File: src/npi_pkg.sv
// shared constants and carrier types for the nested priority interrupt unit
package npi_pkg;
   localparam int NPI_NSRC = 7;
   localparam int NPI_IDX_W = 3;
   localparam int NPI_PRIO_W = 3;
   localparam int NPI_TYPE_W = 5;
   localparam int NPI_POLL_W = 16;
   localparam int NPI_POLL_PEND_BIT = 15;
   localparam int NPI_N_TMR = 3;
   localparam int NPI_N_DMA = 2;
   localparam int NPI_N_EXT = 4;
   localparam int NPI_N_CASC = 2;
   // source order, also the tie-break order (lower index wins)
   localparam logic [2:0] NPI_SRC_TMR = 3'h0;
   localparam logic [2:0] NPI_SRC_DMA0 = 3'h1;
   localparam logic [2:0] NPI_SRC_DMA1 = 3'h2;
   localparam logic [2:0] NPI_SRC_EXT0 = 3'h3;
   localparam int NPI_EXT_BASE = 3;
   // fixed vector types per source, index 0 in the low slice
   localparam logic [6:0][4:0] NPI_VEC_TYPE = {5'h0F, 5'h0E, 5'h0D, 5'h0C, 5'h0B, 5'h0A, 5'h08};
   localparam logic [4:0] NPI_SPURIOUS_TYPE = 5'h07;
   localparam logic [2:0] NPI_PRIO_LOWEST = 3'h7;
   localparam logic [15:0] NPI_POLL_RST = 16'h0000;
   localparam logic [6:0] NPI_IS_RST = 7'h00;

   typedef struct packed {
      logic [6:0] mask;
      logic [6:0][2:0] level;
      logic [2:0] prio_mask;
      logic [1:0] cascade;
      logic [1:0] special_nesting_bit;
      logic [3:0] level_trigger;
      logic slave_mode;
   } npi_cfg_type;

   typedef struct packed {
      logic rd_poll;
      logic rd_poll_status;
      logic end_of_service_cmd;
      logic eos_specific;
      logic [4:0] eos_type;
   } npi_cmd_type;
endpackage

File: src/npi_prio_pick.sv
// picks the highest-priority valid entry: lowest level, then lowest index
`timescale 1ns/1ns
module npi_prio_pick #(
   parameter int N = 7,
   parameter int IW = 3,
   parameter int LW = 3
) (
   // candidates
   input wire logic [N-1:0] i_valid,
   input wire logic [N-1:0][LW-1:0] i_level,
   // winner
   output logic o_found,
   output logic [IW-1:0] o_idx,
   output logic [LW-1:0] o_level
);
   always_comb begin
      o_found = 1'b0;
      o_idx = '0;
      o_level = '1;
      // walk downward so that on equal levels the lower index is taken last
      for (int i = N - 1; i >= 0; i--) begin
         if (i_valid[i] && (!o_found || i_level[i] <= o_level)) begin
            o_found = 1'b1;
            o_idx = IW'(i);
            o_level = i_level[i];
         end
      end
   end
endmodule

File: src/npi_core.sv
// nested priority interrupt unit, master mode, with direct/cascade/special nesting pins
`timescale 1ns/1ns
module npi_core (
   // clock and reset
   input wire logic i_clk,
   input wire logic i_reset,
   // internal sources with their own enables
   input wire logic [npi_pkg::NPI_N_TMR-1:0] i_timer_req,
   input wire logic [npi_pkg::NPI_N_TMR-1:0] i_timer_en,
   input wire logic [npi_pkg::NPI_N_DMA-1:0] i_dma_req,
   input wire logic [npi_pkg::NPI_N_DMA-1:0] i_dma_en,
   // external pins
   input wire logic [npi_pkg::NPI_N_EXT-1:0] i_ext_request,
   input wire logic i_nmi_pin,
   // configuration
   input wire npi_pkg::npi_cfg_type i_cfg,
   // cpu side
   input wire logic i_vector_fetch_cycle,
   input wire npi_pkg::npi_cmd_type i_cmd,
   output logic o_int,
   output logic o_nmi,
   output logic [npi_pkg::NPI_TYPE_W-1:0] o_vector,
   output logic o_vector_valid,
   output logic o_vector_external,
   output logic [npi_pkg::NPI_POLL_W-1:0] o_poll_word,
   // status
   output logic [npi_pkg::NPI_NSRC-1:0] o_in_service,
   output logic [npi_pkg::NPI_NSRC-1:0] o_request,
   output logic o_slave_mode,
   // cascade acknowledge drive on pins 2 and 3 (active low level)
   output logic [npi_pkg::NPI_N_CASC-1:0] o_cascade_ack_out,
   output logic [npi_pkg::NPI_N_CASC-1:0] o_cascade_ack_oe
);
   localparam int NS = npi_pkg::NPI_NSRC;
   localparam int IW = npi_pkg::NPI_IDX_W;
   localparam int LW = npi_pkg::NPI_PRIO_W;

   typedef enum logic [0:0] {FS_IDLE, FS_SECOND} npi_fetch_type;

   ////////////////////////////////////////////////////////////////////////////
   // declarations
   npi_fetch_type fetch_r;
   logic [NS-1:0] in_service_r;
   logic [npi_pkg::NPI_N_DMA:0] int_req_r;
   logic [npi_pkg::NPI_N_EXT-1:0] ext_armed_r;
   logic nmi_prev_r;
   logic [IW-1:0] ack_idx_r;
   logic ack_found_r;
   logic [NS-1:0] casc_src;
   logic [NS-1:0] special_nesting_bit_src;
   logic [NS-1:0] pending;
   logic [NS-1:0] eligible;
   logic [NS-1:0] ext_used;
   logic win_found;
   logic [IW-1:0] win_idx;
   logic [LW-1:0] win_level;
   logic is_found;
   logic [IW-1:0] is_idx;
   logic [LW-1:0] is_level;
   logic int_cond;
   logic fetch_first;
   logic take;
   logic [NS-1:0] is_set;
   logic [NS-1:0] is_clr;
   logic [npi_pkg::NPI_N_DMA:0] int_new;

   ////////////////////////////////////////////////////////////////////////////
   // source requests
   assign o_slave_mode = i_cfg.slave_mode;

   // internal requests latched here; cascade choice never touches them
   assign int_new = {i_dma_req & i_dma_en, |(i_timer_req & i_timer_en)};

   // pin k and pin k+2 form cascade pair k, each pair chosen on its own
   assign casc_src = {2'b00, i_cfg.cascade, 3'b000};
   assign special_nesting_bit_src = {2'b00, i_cfg.special_nesting_bit & i_cfg.cascade, 3'b000};
   assign ext_used = {~i_cfg.cascade, 2'b11, 3'b111};

   generate
      for (genvar e = 0; e < npi_pkg::NPI_N_EXT; e++) begin : g_ext
         // edge mode needs the pin low for a clock after acknowledge to re-arm
         assign pending[npi_pkg::NPI_EXT_BASE + e] = ext_used[npi_pkg::NPI_EXT_BASE + e]
            & i_ext_request[e] & (i_cfg.level_trigger[e] | ext_armed_r[e]);
      end
   endgenerate
   assign pending[npi_pkg::NPI_EXT_BASE-1:0] = int_req_r;
   assign o_request = pending;

   ////////////////////////////////////////////////////////////////////////////
   // priority resolution
   generate
      for (genvar s = 0; s < NS; s++) begin : g_elig
         // own flag blocks a repeat unless special nesting is on for that pin
         assign eligible[s] = pending[s] & ~i_cfg.mask[s]
            & (i_cfg.level[s] <= i_cfg.prio_mask)
            & (~in_service_r[s] | special_nesting_bit_src[s]);
      end
   endgenerate

   npi_prio_pick #(.N(NS), .IW(IW), .LW(LW)) u_req_pick (
      .i_valid(eligible),
      .i_level(i_cfg.level),
      .o_found(win_found),
      .o_idx(win_idx),
      .o_level(win_level)
   );

   npi_prio_pick #(.N(NS), .IW(IW), .LW(LW)) u_is_pick (
      .i_valid(in_service_r),
      .i_level(i_cfg.level),
      .o_found(is_found),
      .o_idx(is_idx),
      .o_level(is_level)
   );

   // a request must beat the top active flag; equal level falls to source order
   always_comb begin
      int_cond = 1'b0;
      if (win_found && !i_cfg.slave_mode) begin
         if (!is_found) begin
            int_cond = 1'b1;
         end else if (win_level < is_level) begin
            int_cond = 1'b1;
         end else if (win_level == is_level && win_idx < is_idx) begin
            int_cond = 1'b1;
         end else if (win_idx == is_idx && special_nesting_bit_src[win_idx]) begin
            int_cond = 1'b1;
         end
      end
   end
   assign o_int = int_cond;

   ////////////////////////////////////////////////////////////////////////////
   // acknowledge, poll and end-of-service
   assign fetch_first = i_vector_fetch_cycle && fetch_r == FS_IDLE;
   assign take = (fetch_first | i_cmd.rd_poll) & int_cond;

   generate
      for (genvar s = 0; s < NS; s++) begin : g_is
         assign is_set[s] = take && win_idx == IW'(s);
         assign is_clr[s] = i_cmd.end_of_service_cmd && (i_cmd.eos_specific
            ? i_cmd.eos_type == npi_pkg::NPI_VEC_TYPE[s]
            : is_found && is_idx == IW'(s));
      end
   endgenerate

   // a set in the same cycle as a clear wins
   always_ff @(posedge i_clk or posedge i_reset) begin
      if (i_reset) begin
         in_service_r <= npi_pkg::NPI_IS_RST;
      end else begin
         in_service_r <= is_set | (in_service_r & ~is_clr);
      end
   end
   assign o_in_service = in_service_r;

   always_ff @(posedge i_clk or posedge i_reset) begin
      if (i_reset) begin
         int_req_r <= '0;
      end else begin
         // new request beats the acknowledge clear
         int_req_r <= int_new | (int_req_r & ~is_set[npi_pkg::NPI_EXT_BASE-1:0]);
      end
   end

   always_ff @(posedge i_clk or posedge i_reset) begin
      if (i_reset) begin
         ext_armed_r <= '0;
      end else begin
         for (int e = 0; e < npi_pkg::NPI_N_EXT; e++) begin
            if (!i_ext_request[e]) begin
               ext_armed_r[e] <= 1'b1;
            end else if (is_set[npi_pkg::NPI_EXT_BASE + e]) begin
               ext_armed_r[e] <= 1'b0;
            end
         end
      end
   end

   // two fetch cycles: first picks and flags the source, second hands the vector
   always_ff @(posedge i_clk or posedge i_reset) begin
      if (i_reset) begin
         fetch_r <= FS_IDLE;
         ack_idx_r <= '0;
         ack_found_r <= 1'b0;
      end else begin
         case (fetch_r)
            FS_IDLE: begin
               if (i_vector_fetch_cycle) begin
                  fetch_r <= FS_SECOND;
                  ack_idx_r <= win_idx;
                  ack_found_r <= int_cond;
               end
            end
            FS_SECOND: begin
               if (i_vector_fetch_cycle) begin
                  fetch_r <= FS_IDLE;
               end
            end
            default: begin
               fetch_r <= FS_IDLE;
            end
         endcase
      end
   end

   always_ff @(posedge i_clk or posedge i_reset) begin
      if (i_reset) begin
         o_vector <= '0;
         o_vector_valid <= 1'b0;
         o_vector_external <= 1'b0;
      end else begin
         o_vector_valid <= 1'b0;
         if (fetch_r == FS_SECOND && i_vector_fetch_cycle) begin
            o_vector_valid <= 1'b1;
            // cascade sources leave the vector to the external controller
            o_vector_external <= ack_found_r && casc_src[ack_idx_r];
            o_vector <= ack_found_r ? npi_pkg::NPI_VEC_TYPE[ack_idx_r]
                                    : npi_pkg::NPI_SPURIOUS_TYPE;
         end
      end
   end

   // acknowledge strobe covers both fetch cycles of a cascade source
   generate
      for (genvar k = 0; k < npi_pkg::NPI_N_CASC; k++) begin : g_ack
         localparam int SRC = npi_pkg::NPI_EXT_BASE + k;
         assign o_cascade_ack_oe[k] = i_cfg.cascade[k];
         assign o_cascade_ack_out[k] = ~(i_cfg.cascade[k] & i_vector_fetch_cycle
            & ((fetch_first & int_cond & win_idx == IW'(SRC))
             | (fetch_r == FS_SECOND & ack_found_r & ack_idx_r == IW'(SRC))));
      end
   endgenerate

   ////////////////////////////////////////////////////////////////////////////
   // poll words and non-maskable pin
   always_ff @(posedge i_clk or posedge i_reset) begin
      if (i_reset) begin
         o_poll_word <= npi_pkg::NPI_POLL_RST;
      end else if (i_cmd.rd_poll || i_cmd.rd_poll_status) begin
         // status read shows the same word but leaves the flags alone
         o_poll_word <= npi_pkg::NPI_POLL_RST;
         o_poll_word[npi_pkg::NPI_POLL_PEND_BIT] <= int_cond;
         o_poll_word[npi_pkg::NPI_TYPE_W-1:0] <= npi_pkg::NPI_VEC_TYPE[win_idx];
      end
   end

   always_ff @(posedge i_clk or posedge i_reset) begin
      if (i_reset) begin
         nmi_prev_r <= 1'b0;
         o_nmi <= 1'b0;
      end else begin
         nmi_prev_r <= i_nmi_pin;
         // no mask, level or flag gates this path
         o_nmi <= i_nmi_pin & ~nmi_prev_r;
      end
   end
endmodule

File: config.mk
export PLATFORM = sky130hd
export DESIGN_NAME = npi_core
export DESIGN_NICKNAME = d
export VERILOG_FILES = /design/src/npi_pkg.sv /design/src/npi_prio_pick.sv /design/src/npi_core.sv
export SDC_FILE = /design/constraint.sdc
export NUM_CORES = 1
export LEC_CHECK = 0
export ABC_AREA = 1
export BUFFER_PORTS_ARGS = -buffer_cell sky130_fd_sc_hd__buf_2
export CAP_MARGIN = 20
export CORE_MARGIN = 2
export CORE_UTILIZATION = 32
export DETAILED_ROUTE_END_ITERATION = 8
export GPL_ROUTABILITY_DRIVEN = 0
export GPL_TIMING_DRIVEN = 0
export PLACE_DENSITY = 0.53
export SYNTH_ARGS = -nofsm -noshare
export SYNTH_HDL_FRONTEND = slang
export SYNTH_SLANG_ARGS = --single-unit
File: constraint.sdc
create_clock -name i_clk -period 10.7 [get_ports i_clk]
set_clock_uncertainty 0.05 [all_clocks]
set_input_delay 1.07 -clock i_clk [delete_from_list [all_inputs] [get_ports i_clk]]
set_output_delay 1.07 -clock i_clk [all_outputs]
set_load 0.005 [all_outputs]
==> metrics.txt, run 1 <==
# TYPE chip_impl_metric gauge
chip_impl_info{name="status",value="finished clean"} 1
chip_impl_metric{name="die_width",unit="um"} 116
chip_impl_metric{name="vias_per_cell",unit=""} 4.77
chip_impl_metric{name="wire_length_of_the_first_global_routing_pass",unit="um"} 18500
chip_impl_metric{name="wl_per_cell",unit="um"} 12.9
chip_impl_metric{name="cellLeakagePower",unit="uW"} 0.00285
chip_impl_metric{name="coreArea",unit="mm^2"} 0.0125
chip_impl_metric{name="clockBufferDepth",unit=""} 2
chip_impl_metric{name="setup_viol",unit=""} 0
chip_impl_metric{name="synthCells",unit=""} 582
chip_impl_metric{name="layout.area.seq",unit="um^2"} 801
chip_impl_metric{name="number_of_diodes",unit=""} 0
chip_impl_metric{name="final_hold_viol_count",unit=""} 0
chip_impl_metric{name="layout.filler_cells",unit=""} 1319
chip_impl_metric{name="fin_crit_sh",unit="%"} 94.9
chip_impl_metric{name="worst-path-buf-inv",unit=""} 5
chip_impl_metric{name="ys_ff_latch",unit=""} 32
chip_impl_metric{name="hold-worst-slack",unit="ns"} 0.348
chip_impl_metric{name="top_level_ports",unit=""} 111
chip_impl_metric{name="pwr_density_cell",unit="mW/mm^2"} 205
chip_impl_metric{name="synth_seq_area_share",unit="%"} 19.8
chip_impl_metric{name="grt_max_degree",unit=""} 24
chip_impl_metric{name="synthesis.area",unit="mm^2"} 0.00404
chip_impl_metric{name="r2r.worst_path.cells",unit=""} 60
chip_impl_info{name="most_common_library_cell_in_the_layout_ignoring_fill_and_taps",value="sky130_fd_sc_hd__nand2_1"} 1
chip_impl_metric{name="clock_latency",unit="ns"} 0.28
chip_impl_metric{name="mean_instance_size_in_the_synthesized_netlist",unit="um^2"} 6.95
chip_impl_metric{name="clock-sinks",unit=""} 32
chip_impl_metric{name="maxCapViolations",unit=""} 0
chip_impl_info{name="crit_path_end_kind",value="output pin"} 1
chip_impl_metric{name="antenna_left",unit=""} 0
chip_impl_metric{name="detailroute.via_count",unit=""} 4218
chip_impl_metric{name="routed_wirelength",unit="um"} 11400
chip_impl_info{name="clock_tree.root_cell",value="sky130_fd_sc_hd__clkbuf_16"} 1
chip_impl_metric{name="max_freq",unit="MHz"} 98.5
chip_impl_metric{name="cts_made_buffers",unit=""} 5
chip_impl_metric{name="critical_path.max_stage_delay",unit="ns"} 0.33
chip_impl_metric{name="post-route-min-period",unit="ns"} 10.15
chip_impl_metric{name="fraction_of_layout_cells_with_a_size_suffix_above_1",unit="%"} 29.0
chip_impl_metric{name="synth.distinct_cells",unit=""} 39
chip_impl_metric{name="hold_path_depth",unit=""} 1
chip_impl_metric{name="place_hpwl",unit="um"} 9420
chip_impl_metric{name="irDropWorstVdd",unit="mV"} 0.204
chip_impl_metric{name="critical_path_required",unit="ns"} 9.58
chip_impl_metric{name="ctsHoldBuffers",unit=""} 0
chip_impl_info{name="cell_type_with_the_highest_aggregate_area_in_the_netlist",value="sky130_fd_sc_hd__ha_1"} 1
chip_impl_info{name="top_delay_family_on_crit_path",value="simple AND/OR/NAND/NOR gates"} 1
chip_impl_metric{name="gr-usage-all-layers",unit="%"} 17.0
chip_impl_metric{name="netlist.area_leader.share",unit="%"} 21.4
chip_impl_metric{name="detail_route.iter0.violations",unit=""} 147
chip_impl_info{name="final_cell_mix",value="142 x sky130_fd_sc_hd__nand2_1, 97 x sky130_fd_sc_hd__buf_2, 65 x sky130_fd_sc_hd__ha_1, 63 x sky130_fd_sc_hd__inv_1, 34 x sky130_fd_sc_hd__nand3_1"} 1
chip_impl_metric{name="slew-limit-headroom",unit="%"} 63.9
chip_impl_info{name="criticalPathCategory",value="input pin to output pin"} 1
chip_impl_metric{name="timing.setup.tns",unit="ns"} 0
chip_impl_metric{name="die_height",unit="um"} 116
chip_impl_metric{name="initial_utilization",unit="%"} 32.4
chip_impl_metric{name="number_of_antenna_violations_at_the_first_check_in_global_routing",unit=""} 0
chip_impl_metric{name="clkTransAtPathRegs",unit="ns"} 0.05
chip_impl_metric{name="nNetsFinal",unit=""} 848
chip_impl_metric{name="grt-ovfl-total",unit=""} 0
chip_impl_metric{name="io_buffer_count",unit=""} 97
chip_impl_info{name="cts_tree",value="yes"} 1
chip_impl_metric{name="row_count",unit=""} 41
chip_impl_metric{name="cp_data_arrival_time",unit="ns"} 9.03
chip_impl_info{name="worst_hold_path_type",value="flop to flop"} 1
chip_impl_metric{name="maximum_fanout_along_the_worst_path",unit=""} 8
chip_impl_metric{name="critical_path_cell_count",unit=""} 65
chip_impl_metric{name="dr.pass1.iters",unit=""} 6
chip_impl_metric{name="die-area",unit="mm^2"} 0.0135
chip_impl_metric{name="area_growth_syn_to_layout",unit="%"} 29.0
chip_impl_info{name="critical_path.most_common_cell",value="sky130_fd_sc_hd__nand2_1"} 1
chip_impl_info{name="synth_top_cells_by_area",value="sky130_fd_sc_hd__ha_1 21%, sky130_fd_sc_hd__dfrtp_1 20%, sky130_fd_sc_hd__nand2_1 13%, sky130_fd_sc_hd__inv_1 6.1%, sky130_fd_sc_hd__a21oi_1 4.6%"} 1
chip_impl_metric{name="slew_viol_final",unit=""} 0
chip_impl_metric{name="drt_drc_violations_left",unit=""} 0
chip_impl_metric{name="synth.yosys.warnings",unit=""} 0
chip_impl_metric{name="worst_pin_slew",unit="ns"} 0.535
chip_impl_metric{name="first_global_vias",unit=""} 3984
chip_impl_info{name="critical_path.slowest_cell",value="sky130_fd_sc_hd__ha_1"} 1
chip_impl_metric{name="h-tree-depth",unit=""} 2
chip_impl_info{name="startpoint_kind_of_the_worst_setup_timing_path",value="input pin"} 1
chip_impl_metric{name="area_used_by_multi_input_combinational_logic",unit="mm^2"} 0.00302
==> stage by stage <==
step | setup WS [ns] | total power [uW] | instance area [um^2] | cells | utilization, %
after detailed placement | -0.185 | 839 | 4810 | 863 | 38.6
after global placement | -0.0458 | 814 | 4780 | 862 | 38.4
after CTS | 0.0230 | 1010 | 5000 | 873 | 40.1
after floorplan | 1.25 | 660 | 4080 | 593 | -
after global routing | -0.0990 | 1190 | 5220 | 885 | 41.8
final | 0.546 | 1070 | 5220 | 885 | 41.8
==> per-layer routing <==
layer / track usage [%] / vias up / share of wire [%]
met5: 0 / - / 0
met4: 3.97 / 0 / 0.96
met3: 1.61 / 11 / 3.9
met2: 31.6 / 78 / 51
met1: 21.2 / 1919 / 44
li1: - / 2210 / -
==> sequential cells by signal (all words and copies together) (netlist names) <==
name,flops
nmi_prev_r,1
fetch_r,1
o_in_service,7
ack_idx_r,3
o_nmi,1
o_vector_valid,1
o_vector_external,1
int_req_r,3
o_vector,4
ack_found_r,1
o_poll_word,5
ext_armed_r,4
==> cells by family after synthesis <==
family                   synth area share [%]
AND/OR/NAND/NOR                          32.9
AO/OA/AOI/OAI                            16.1
buffers and inverters                    9.69
adder cells (fa/ha/maj)                  21.4
other                                  0.0928
flip-flops                               19.8
==> power breakdown <==
group | switching, uW | internal (uW) | leakage [uW] | total, uW
clock network | 50.7 | 109 | 0.0000808 | 160
logic | 423 | 288 | 0.00239 | 711
registers | 37.7 | 158 | 0.000375 | 196
==> Yosys cell counts <==
library cell,count
sky130_fd_sc_hd__a32o_1,1
sky130_fd_sc_hd__a21oi_1,37
sky130_fd_sc_hd__nor2_1,33
sky130_fd_sc_hd__nand2_2,14
sky130_fd_sc_hd__a22o_1,1
sky130_fd_sc_hd__nand2_4,8
sky130_fd_sc_hd__nand3_1,34
sky130_fd_sc_hd__o21ai_2,7
sky130_fd_sc_hd__or2_4,1
sky130_fd_sc_hd__ha_1,69
sky130_fd_sc_hd__a31oi_1,2
sky130_fd_sc_hd__conb_1,1
sky130_fd_sc_hd__o31ai_1,3
sky130_fd_sc_hd__o32a_1,1
sky130_fd_sc_hd__clkbuf_1,2
sky130_fd_sc_hd__o21a_1,1
sky130_fd_sc_hd__a211oi_1,2
sky130_fd_sc_hd__nor2_2,2
sky130_fd_sc_hd__clkinv_1,1
sky130_fd_sc_hd__nor3b_1,1
sky130_fd_sc_hd__or2_2,4
sky130_fd_sc_hd__inv_1,66
sky130_fd_sc_hd__a22oi_1,1
sky130_fd_sc_hd__o22ai_1,2
sky130_fd_sc_hd__o21ai_0,27
sky130_fd_sc_hd__o211ai_2,1
sky130_fd_sc_hd__inv_2,4
sky130_fd_sc_hd__buf_4,15
sky130_fd_sc_hd__o21ai_1,25
sky130_fd_sc_hd__nor3_1,7
sky130_fd_sc_hd__nand4_1,14
sky130_fd_sc_hd__nand3b_1,7
sky130_fd_sc_hd__a32oi_1,3
sky130_fd_sc_hd__nand3_4,1
sky130_fd_sc_hd__dfrtp_1,32
sky130_fd_sc_hd__nand2_1,144
sky130_fd_sc_hd__nand3_2,5
sky130_fd_sc_hd__clkinv_2,1
sky130_fd_sc_hd__nor2_4,2
==> repair_timing <==
item	in CTS	in global routing
endpoints found under the hold margin	0	0
setup endpoints to repair	3	3
pin swaps	0	10
setup buffers	2	12
gates resized for setup	4	26
==> area by class of cell <==
class / instances / share of cell area (%)
clock buffers: 6 / 2.47
plain buffers: 17 / 2.30
repair buffers: 112 / 11.8
well taps: 172 / 4.13
multi-input cells: 472 / 57.9
flip-flops and latches: 32 / 15.4
inverters: 72 / 5.37
clock inverters: 2 / 0.672
==> final timing paths <==
kind,to,slack [ns],from
max in group asynchronous,o_vector_external,9.36,i_reset
min in group asynchronous,o_poll_word[3],0.75,i_reset
hold reg to reg,o_nmi,0.35,nmi_prev_r
setup / recovery,o_cascade_ack_out[0],0.55,i_cfg[11]
setup reg to reg,o_in_service[3],2.57,o_in_service[6]
hold / removal,o_nmi,0.35,nmi_prev_r
Note: power is estimated with default switching activity, not from simulation.
==> run 2: changes to the inputs <==
Settings changed: BUFFER_PORTS_ARGS -buffer_cell sky130_fd_sc_hd__buf_2 to -buffer_cell sky130_fd_sc_hd__buf_4, CTS_CLUSTER_DIAMETER from default to 40.
==> run 2 against run 1 <==
Compared with the run above:
- non-clock buffer count rose by 3
- clock-buffer cell count unchanged
- worst hold slack improved by 0.0012 ns
- global-route usage fell by 0.25 points
- sequential cell count unchanged
- largest cell class unchanged
- cell count increased by 0.34%
- clock power barely moved
- sequential share of layout area down 0.77 points
- register-to-register slack worse by 0.11 ns
- critical path depth is the same
==> metrics.txt, run 2 (same netlist as run 1, synthesis figures left out) <==
# TYPE chip_impl_metric gauge
chip_impl_metric{name="fin_crit_sh",unit="%"} 93.8
chip_impl_info{name="most_common_library_cell_in_the_layout_ignoring_fill_and_taps",value="sky130_fd_sc_hd__nand2_1"} 1
chip_impl_info{name="top_delay_family_on_crit_path",value="simple AND/OR/NAND/NOR gates"} 1
chip_impl_metric{name="drt_drc_violations_left",unit=""} 0
chip_impl_info{name="critical_path.most_common_cell",value="sky130_fd_sc_hd__nand2_1"} 1
chip_impl_metric{name="maxCapViolations",unit=""} 0
chip_impl_metric{name="maximum_fanout_along_the_worst_path",unit=""} 8
chip_impl_metric{name="area_growth_syn_to_layout",unit="%"} 35.9
chip_impl_metric{name="die_width",unit="um"} 116
chip_impl_metric{name="grt-ovfl-total",unit=""} 0
chip_impl_metric{name="ctsHoldBuffers",unit=""} 0
chip_impl_metric{name="row_count",unit=""} 41
chip_impl_info{name="hp-start",value="nmi_prev_r"} 1
chip_impl_metric{name="critical_path_required",unit="ns"} 9.58
chip_impl_metric{name="detailroute.via_count",unit=""} 4278
chip_impl_metric{name="grt_max_degree",unit=""} 21
chip_impl_metric{name="number_of_diodes",unit=""} 0
chip_impl_metric{name="slew_viol_final",unit=""} 0
chip_impl_metric{name="critical_path.max_stage_delay",unit="ns"} 0.33
chip_impl_metric{name="post-route-min-period",unit="ns"} 10.03
chip_impl_metric{name="detail_route.iter0.violations",unit=""} 126
chip_impl_metric{name="place_hpwl",unit="um"} 9550
chip_impl_info{name="crit_path_end_kind",value="output pin"} 1
chip_impl_metric{name="pwr_density_cell",unit="mW/mm^2"} 202
chip_impl_info{name="criticalPathCategory",value="input pin to output pin"} 1
chip_impl_metric{name="cts_made_buffers",unit=""} 5
chip_impl_metric{name="dpl_cell_area",unit="mm^2"} 0.00504
chip_impl_metric{name="slew-limit-headroom",unit="%"} 45.1
chip_impl_info{name="startpoint_kind_of_the_worst_setup_timing_path",value="input pin"} 1
chip_impl_info{name="critical_path.slowest_cell",value="sky130_fd_sc_hd__ha_1"} 1
chip_impl_metric{name="met1_layer_wirelength_in_the_final_routing",unit="um"} 4990
chip_impl_info{name="worst_r2r_endpoint",value="o_in_service[6]"} 1
chip_impl_metric{name="initial_utilization",unit="%"} 32.4
chip_impl_metric{name="met2_length",unit="um"} 5900
chip_impl_metric{name="clkTransAtPathRegs",unit="ns"} 0.05
chip_impl_metric{name="io_buffer_count",unit=""} 97
chip_impl_metric{name="worst-path-buf-inv",unit=""} 5
chip_impl_metric{name="wl_per_cell",unit="um"} 12.9
chip_impl_metric{name="met3RoutedLength",unit="um"} 471
chip_impl_metric{name="gr-usage-all-layers",unit="%"} 16.8
chip_impl_metric{name="vias_per_cell",unit=""} 4.82
chip_impl_metric{name="clock-sinks",unit=""} 32
chip_impl_metric{name="cellLeakagePower",unit="uW"} 0.00294
chip_impl_metric{name="final_hold_viol_count",unit=""} 0
chip_impl_metric{name="h-tree-depth",unit=""} 2
chip_impl_info{name="status",value="finished clean"} 1
chip_impl_metric{name="worst_pin_slew",unit="ns"} 0.823
chip_impl_metric{name="timing.reg2reg.setup_slack",unit="ns"} 2.46
chip_impl_info{name="hold_path_end",value="o_nmi"} 1
chip_impl_metric{name="r2r.worst_path.cells",unit=""} 53
chip_impl_metric{name="nNetsFinal",unit=""} 851
chip_impl_info{name="final_cell_mix",value="142 x sky130_fd_sc_hd__nand2_1, 129 x sky130_fd_sc_hd__buf_4, 64 x sky130_fd_sc_hd__ha_1, 63 x sky130_fd_sc_hd__inv_1, 34 x sky130_fd_sc_hd__nand3_1"} 1
chip_impl_info{name="worst_hold_path_type",value="flop to flop"} 1
chip_impl_metric{name="hold-worst-slack",unit="ns"} 0.350
chip_impl_metric{name="first_global_vias",unit=""} 3955
chip_impl_metric{name="clockBufferDepth",unit=""} 2
chip_impl_metric{name="finalCoreUtilization",unit="%"} 44.1
chip_impl_metric{name="number_of_antenna_violations_at_the_first_check_in_global_routing",unit=""} 0
chip_impl_metric{name="coreArea",unit="mm^2"} 0.0125
chip_impl_info{name="rr_startpoint",value="o_in_service[6]"} 1
chip_impl_metric{name="dr.pass1.iters",unit=""} 4
chip_impl_metric{name="routed_wirelength",unit="um"} 11500
chip_impl_metric{name="fraction_of_layout_cells_with_a_size_suffix_above_1",unit="%"} 29.9
chip_impl_metric{name="setup_viol",unit=""} 0
chip_impl_info{name="cts_tree",value="yes"} 1
chip_impl_metric{name="irDropWorstVdd",unit="mV"} 0.130
chip_impl_metric{name="die_height",unit="um"} 116
chip_impl_info{name="route.top_layer_used",value="met4"} 1
chip_impl_metric{name="max_freq",unit="MHz"} 99.7
chip_impl_metric{name="final_area",unit="mm^2"} 0.00549
chip_impl_metric{name="timing.setup.tns",unit="ns"} 0
chip_impl_info{name="clock_tree.root_cell",value="sky130_fd_sc_hd__clkbuf_16"} 1
chip_impl_metric{name="cp_data_arrival_time",unit="ns"} 8.91
chip_impl_metric{name="layout.filler_cells",unit=""} 1284
chip_impl_metric{name="wire_length_of_the_first_global_routing_pass",unit="um"} 18200
chip_impl_metric{name="hold_path_depth",unit=""} 1
chip_impl_metric{name="post_route_total_power",unit="uW"} 1110
chip_impl_metric{name="clock_latency",unit="ns"} 0.28
chip_impl_metric{name="largest_register_ff_count",unit=""} 7
chip_impl_metric{name="die-area",unit="mm^2"} 0.0135
chip_impl_metric{name="antenna_left",unit=""} 0
chip_impl_metric{name="top_level_ports",unit=""} 111
-- run 2: area by class of cell --
type	count	area, um^2	share of cell area [%]
Timing Repair Buffer	115	871	15.9
Inverter	72	280	5.10
Tap cell	172	215	3.92
Sequential cell	32	801	14.6
Multi-Input combinational cell	472	3040	55.4
Clock buffer	6	129	2.35
Clock inverter	2	35.0	0.638
Buffer	17	120	2.19
-- run 2: timing repair --
| item | in CTS | in global routing |
|---|---|---|
| setup buffers | 1 | 16 |
| gates resized for setup | 3 | 30 |
| pin swaps | 0 | 11 |
| setup endpoints to repair | 3 | 3 |
-- run 2: worst max-delay path by stage --
| stage | startpoint | end | slack [ns] | depth (start not counted) |
|---|---|---|---|---|
| after floorplan | i_cfg[11] | o_cascade_ack_out[0] | 1.25 | 64 |
| after global placement | i_cfg[11] | o_cascade_ack_out[1] | -0.05 | 63 |
| after detailed placement | i_cfg[11] | o_cascade_ack_out[1] | -0.23 | 65 |
| after CTS | i_cfg[10] | o_cascade_ack_out[1] | 0.002 | 64 |
| after global routing | i_cfg[11] | o_cascade_ack_out[0] | -0.05 | 65 |
| final | i_cfg[10] | o_cascade_ack_out[1] | 0.67 | 65 |
-- run 2: metal layers --
layer	up-vias	global-route usage (%)
li1	2229	-
met4	0	3.10
met3	8	2.13
met5	-	0
met2	76	31.4
met1	1965	20.7
-- run 2: worst register-to-register path, delay by kind of cell, from the launching register on --
| family | cells | cell delay (ns) |
|---|---|---|
| adders and majority gates | 7 | 2.12 |
| and+or+nand+nor | 22 | 2.39 |
| AOI/OAI and AO/OA | 20 | 2.67 |
| DFF | 1 | 0.45 |
| buffers and inverters | 4 | 0.46 |
-- run 2: per-stage QoR --
stage,worst slack [ns],std cells
CTS,0.00211,872
global placement,-0.0483,862
floorplan,1.25,593
finish,0.668,888
detailed placement,-0.228,863
global route,-0.0492,888
-- run 2: where the power goes --
part	total [uW]	switching [uW]	internal (uW)
sequential	199	41.0	158
clock	161	51.4	109
combinational	752	431	321
==> run 3: changes to the inputs <==
Settings changed: SETUP_SLACK_MARGIN from default to 0.1.
Clock period 10.7 ns to 12.1 ns, I/O delays scaled along.
==> run 3 against run 2 <==
Compared with the run above:
- routed wire length decreased by 2.5%
- global-route usage decreased by 0.21 points
- die area unchanged
- non-clock buffer count decreased by 17
- combinational power decreased by 22%
- worst hold slack about the same
- sequential share of layout area increased by 0.78 points
- sequential cell count unchanged
- sequential power decreased by 12%
- critical path depth unchanged
- worst setup slack improved by 0.35 ns
==> metrics.txt, run 3 (same netlist as run 1, synthesis figures left out) <==
# TYPE chip_impl_metric gauge
chip_impl_metric{name="fraction_of_layout_cells_with_a_size_suffix_above_1",unit="%"} 24.6
chip_impl_info{name="status",value="finished clean"} 1
chip_impl_info{name="startpoint_kind_of_the_worst_setup_timing_path",value="input pin"} 1
chip_impl_metric{name="critical_path.max_stage_delay",unit="ns"} 0.39
chip_impl_metric{name="initial_utilization",unit="%"} 32.4
chip_impl_metric{name="antenna_left",unit=""} 0
chip_impl_metric{name="io_buffer_count",unit=""} 97
chip_impl_metric{name="wl_per_cell",unit="um"} 12.8
chip_impl_metric{name="cts_made_buffers",unit=""} 5
chip_impl_metric{name="clock_latency",unit="ns"} 0.28
chip_impl_metric{name="clockBufferDepth",unit=""} 2
chip_impl_metric{name="row_count",unit=""} 41
chip_impl_metric{name="die_width",unit="um"} 116
chip_impl_metric{name="final_area",unit="mm^2"} 0.00521
chip_impl_metric{name="die_height",unit="um"} 116
chip_impl_metric{name="final_hold_viol_count",unit=""} 0
chip_impl_metric{name="cp_data_arrival_time",unit="ns"} 9.82
chip_impl_metric{name="detail_route.iter0.violations",unit=""} 131
chip_impl_metric{name="dpl_cell_area",unit="mm^2"} 0.00504
chip_impl_info{name="critical_path.most_common_cell",value="sky130_fd_sc_hd__nand2_1"} 1
chip_impl_info{name="crit_path_end_kind",value="output pin"} 1
chip_impl_metric{name="timing.setup.tns",unit="ns"} 0
chip_impl_metric{name="irDropWorstVdd",unit="mV"} 0.110
chip_impl_info{name="clock_tree.root_cell",value="sky130_fd_sc_hd__clkbuf_16"} 1
chip_impl_metric{name="cellLeakagePower",unit="uW"} 0.00285
chip_impl_metric{name="place_hpwl",unit="um"} 9550
chip_impl_metric{name="gr-usage-all-layers",unit="%"} 16.6
chip_impl_metric{name="coreArea",unit="mm^2"} 0.0125
chip_impl_metric{name="grt-ovfl-total",unit=""} 0
chip_impl_info{name="unrepaired_setup_endpoints_after_global_routing",value="false"} 1
chip_impl_metric{name="worst_pin_slew",unit="ns"} 0.827
chip_impl_metric{name="vias_per_cell",unit=""} 4.77
chip_impl_metric{name="post-route-min-period",unit="ns"} 11.08
chip_impl_metric{name="number_of_antenna_violations_at_the_first_check_in_global_routing",unit=""} 0
chip_impl_metric{name="drt_drc_violations_left",unit=""} 0
chip_impl_info{name="most_common_library_cell_in_the_layout_ignoring_fill_and_taps",value="sky130_fd_sc_hd__nand2_1"} 1
chip_impl_metric{name="h-tree-depth",unit=""} 2
chip_impl_metric{name="setup_viol",unit=""} 0
chip_impl_metric{name="detailroute.via_count",unit=""} 4156
chip_impl_info{name="criticalPathCategory",value="input pin to output pin"} 1
chip_impl_metric{name="largest_register_ff_count",unit=""} 7
chip_impl_metric{name="max_freq",unit="MHz"} 90.2
chip_impl_info{name="final_cell_mix",value="144 x sky130_fd_sc_hd__nand2_1, 112 x sky130_fd_sc_hd__buf_4, 69 x sky130_fd_sc_hd__ha_1, 65 x sky130_fd_sc_hd__inv_1, 36 x sky130_fd_sc_hd__a21oi_1"} 1
chip_impl_metric{name="maxCapViolations",unit=""} 0
chip_impl_metric{name="clkTransAtPathRegs",unit="ns"} 0.05
chip_impl_metric{name="maximum_fanout_along_the_worst_path",unit=""} 10
chip_impl_metric{name="dr.pass1.iters",unit=""} 4
chip_impl_metric{name="pwr_density_cell",unit="mW/mm^2"} 174
chip_impl_metric{name="wire_length_of_the_first_global_routing_pass",unit="um"} 18000
chip_impl_metric{name="ctsHoldBuffers",unit=""} 0
chip_impl_metric{name="area_growth_syn_to_layout",unit="%"} 29.0
chip_impl_info{name="cts_tree",value="yes"} 1
chip_impl_metric{name="routed_wirelength",unit="um"} 11200
chip_impl_metric{name="critical_path_required",unit="ns"} 10.84
chip_impl_info{name="worst_hold_path_type",value="flop to flop"} 1
chip_impl_info{name="critical_path.slowest_cell",value="sky130_fd_sc_hd__ha_1"} 1
chip_impl_metric{name="clock-sinks",unit=""} 32
chip_impl_metric{name="number_of_diodes",unit=""} 0
chip_impl_metric{name="top_level_ports",unit=""} 111
chip_impl_metric{name="slew-limit-headroom",unit="%"} 44.8
chip_impl_metric{name="first_global_vias",unit=""} 3940
chip_impl_metric{name="die-area",unit="mm^2"} 0.0135
chip_impl_metric{name="fin_crit_sh",unit="%"} 91.6
chip_impl_metric{name="slew_viol_final",unit=""} 0
chip_impl_metric{name="nNetsFinal",unit=""} 834
chip_impl_metric{name="grt_max_degree",unit=""} 21
## run 3: cell types whose count changed in the layout (fill, tap and decap cells not counted), sizes merged
cell / previous run / this run
clkinv: 2 / 3
buf: 130 / 113
clkinvlp: 2 / 1
## run 3: area by class of cell
type                       count  area (um^2)
fill                        1300         7250
multi-input combinational    472         2900
sequential                    32          801
timing repair buffer          98          743
inverter                      72          275
tap                          172          215
clock buffer                   6          129
buffer                        17          120
clock inverter                 2         35.0
## run 3: through the flow
step | std cells | setup slack [ns] | hold WS, ns | utilization, % | power (uW)
finish | 871 | 1.02 | 0.350 | 41.8 | 908
floorplan | 593 | 2.37 | 0.326 | - | 583
global route | 871 | 0.128 | 0.369 | 41.8 | 1010
detailed placement | 863 | 0.892 | 0.348 | 40.4 | 765
global placement | 862 | 1.07 | 0.336 | 40.3 | 742
CTS | 871 | 0.878 | 0.356 | 41.8 | 911
## run 3: worst paths after layout
path	from	endpoint	slack (ns)	cells past startpoint
max	i_cfg[11]	o_cascade_ack_out[1]	1.02	65
min	nmi_prev_r	o_nmi	0.35	1
max reg2reg	o_in_service[6]	ext_armed_r[2]	3.53	60
min reg2reg	nmi_prev_r	o_nmi	0.35	1
max in group asynchronous	i_reset	ext_armed_r[3]	10.38	3
min in group asynchronous	i_reset	int_req_r[2]	1.05	2
## run 3: where the power goes
part           switching (uW)  total (uW)  internal (uW)
clock                    45.6         142           96.7
combinational             355         590            235
sequential               35.1         175            140
total                     435         908            472
## run 3: timing repair
item	in CTS	in global routing
gates resized for setup	0	2
buffers inserted	0	0
setup endpoints to repair	0	3
## run 3: critical path: cells and delay by family
kind                       cells  cell delay [ns]
and+or+nand+nor               33             2.96
adders and majority gates      8             2.48
buffers and inverters          6             0.64
AOI/OAI and AO/OA             18             2.50
## run 3: routing by layer
metal  share of wire (%)  routed length [um]  GRT usage [%]
met1                  44                4940           20.6
met2                  51                5660           30.8
met3                 4.3                 483           2.13
met4                0.67                  75           3.10
met5                   0                   0              0
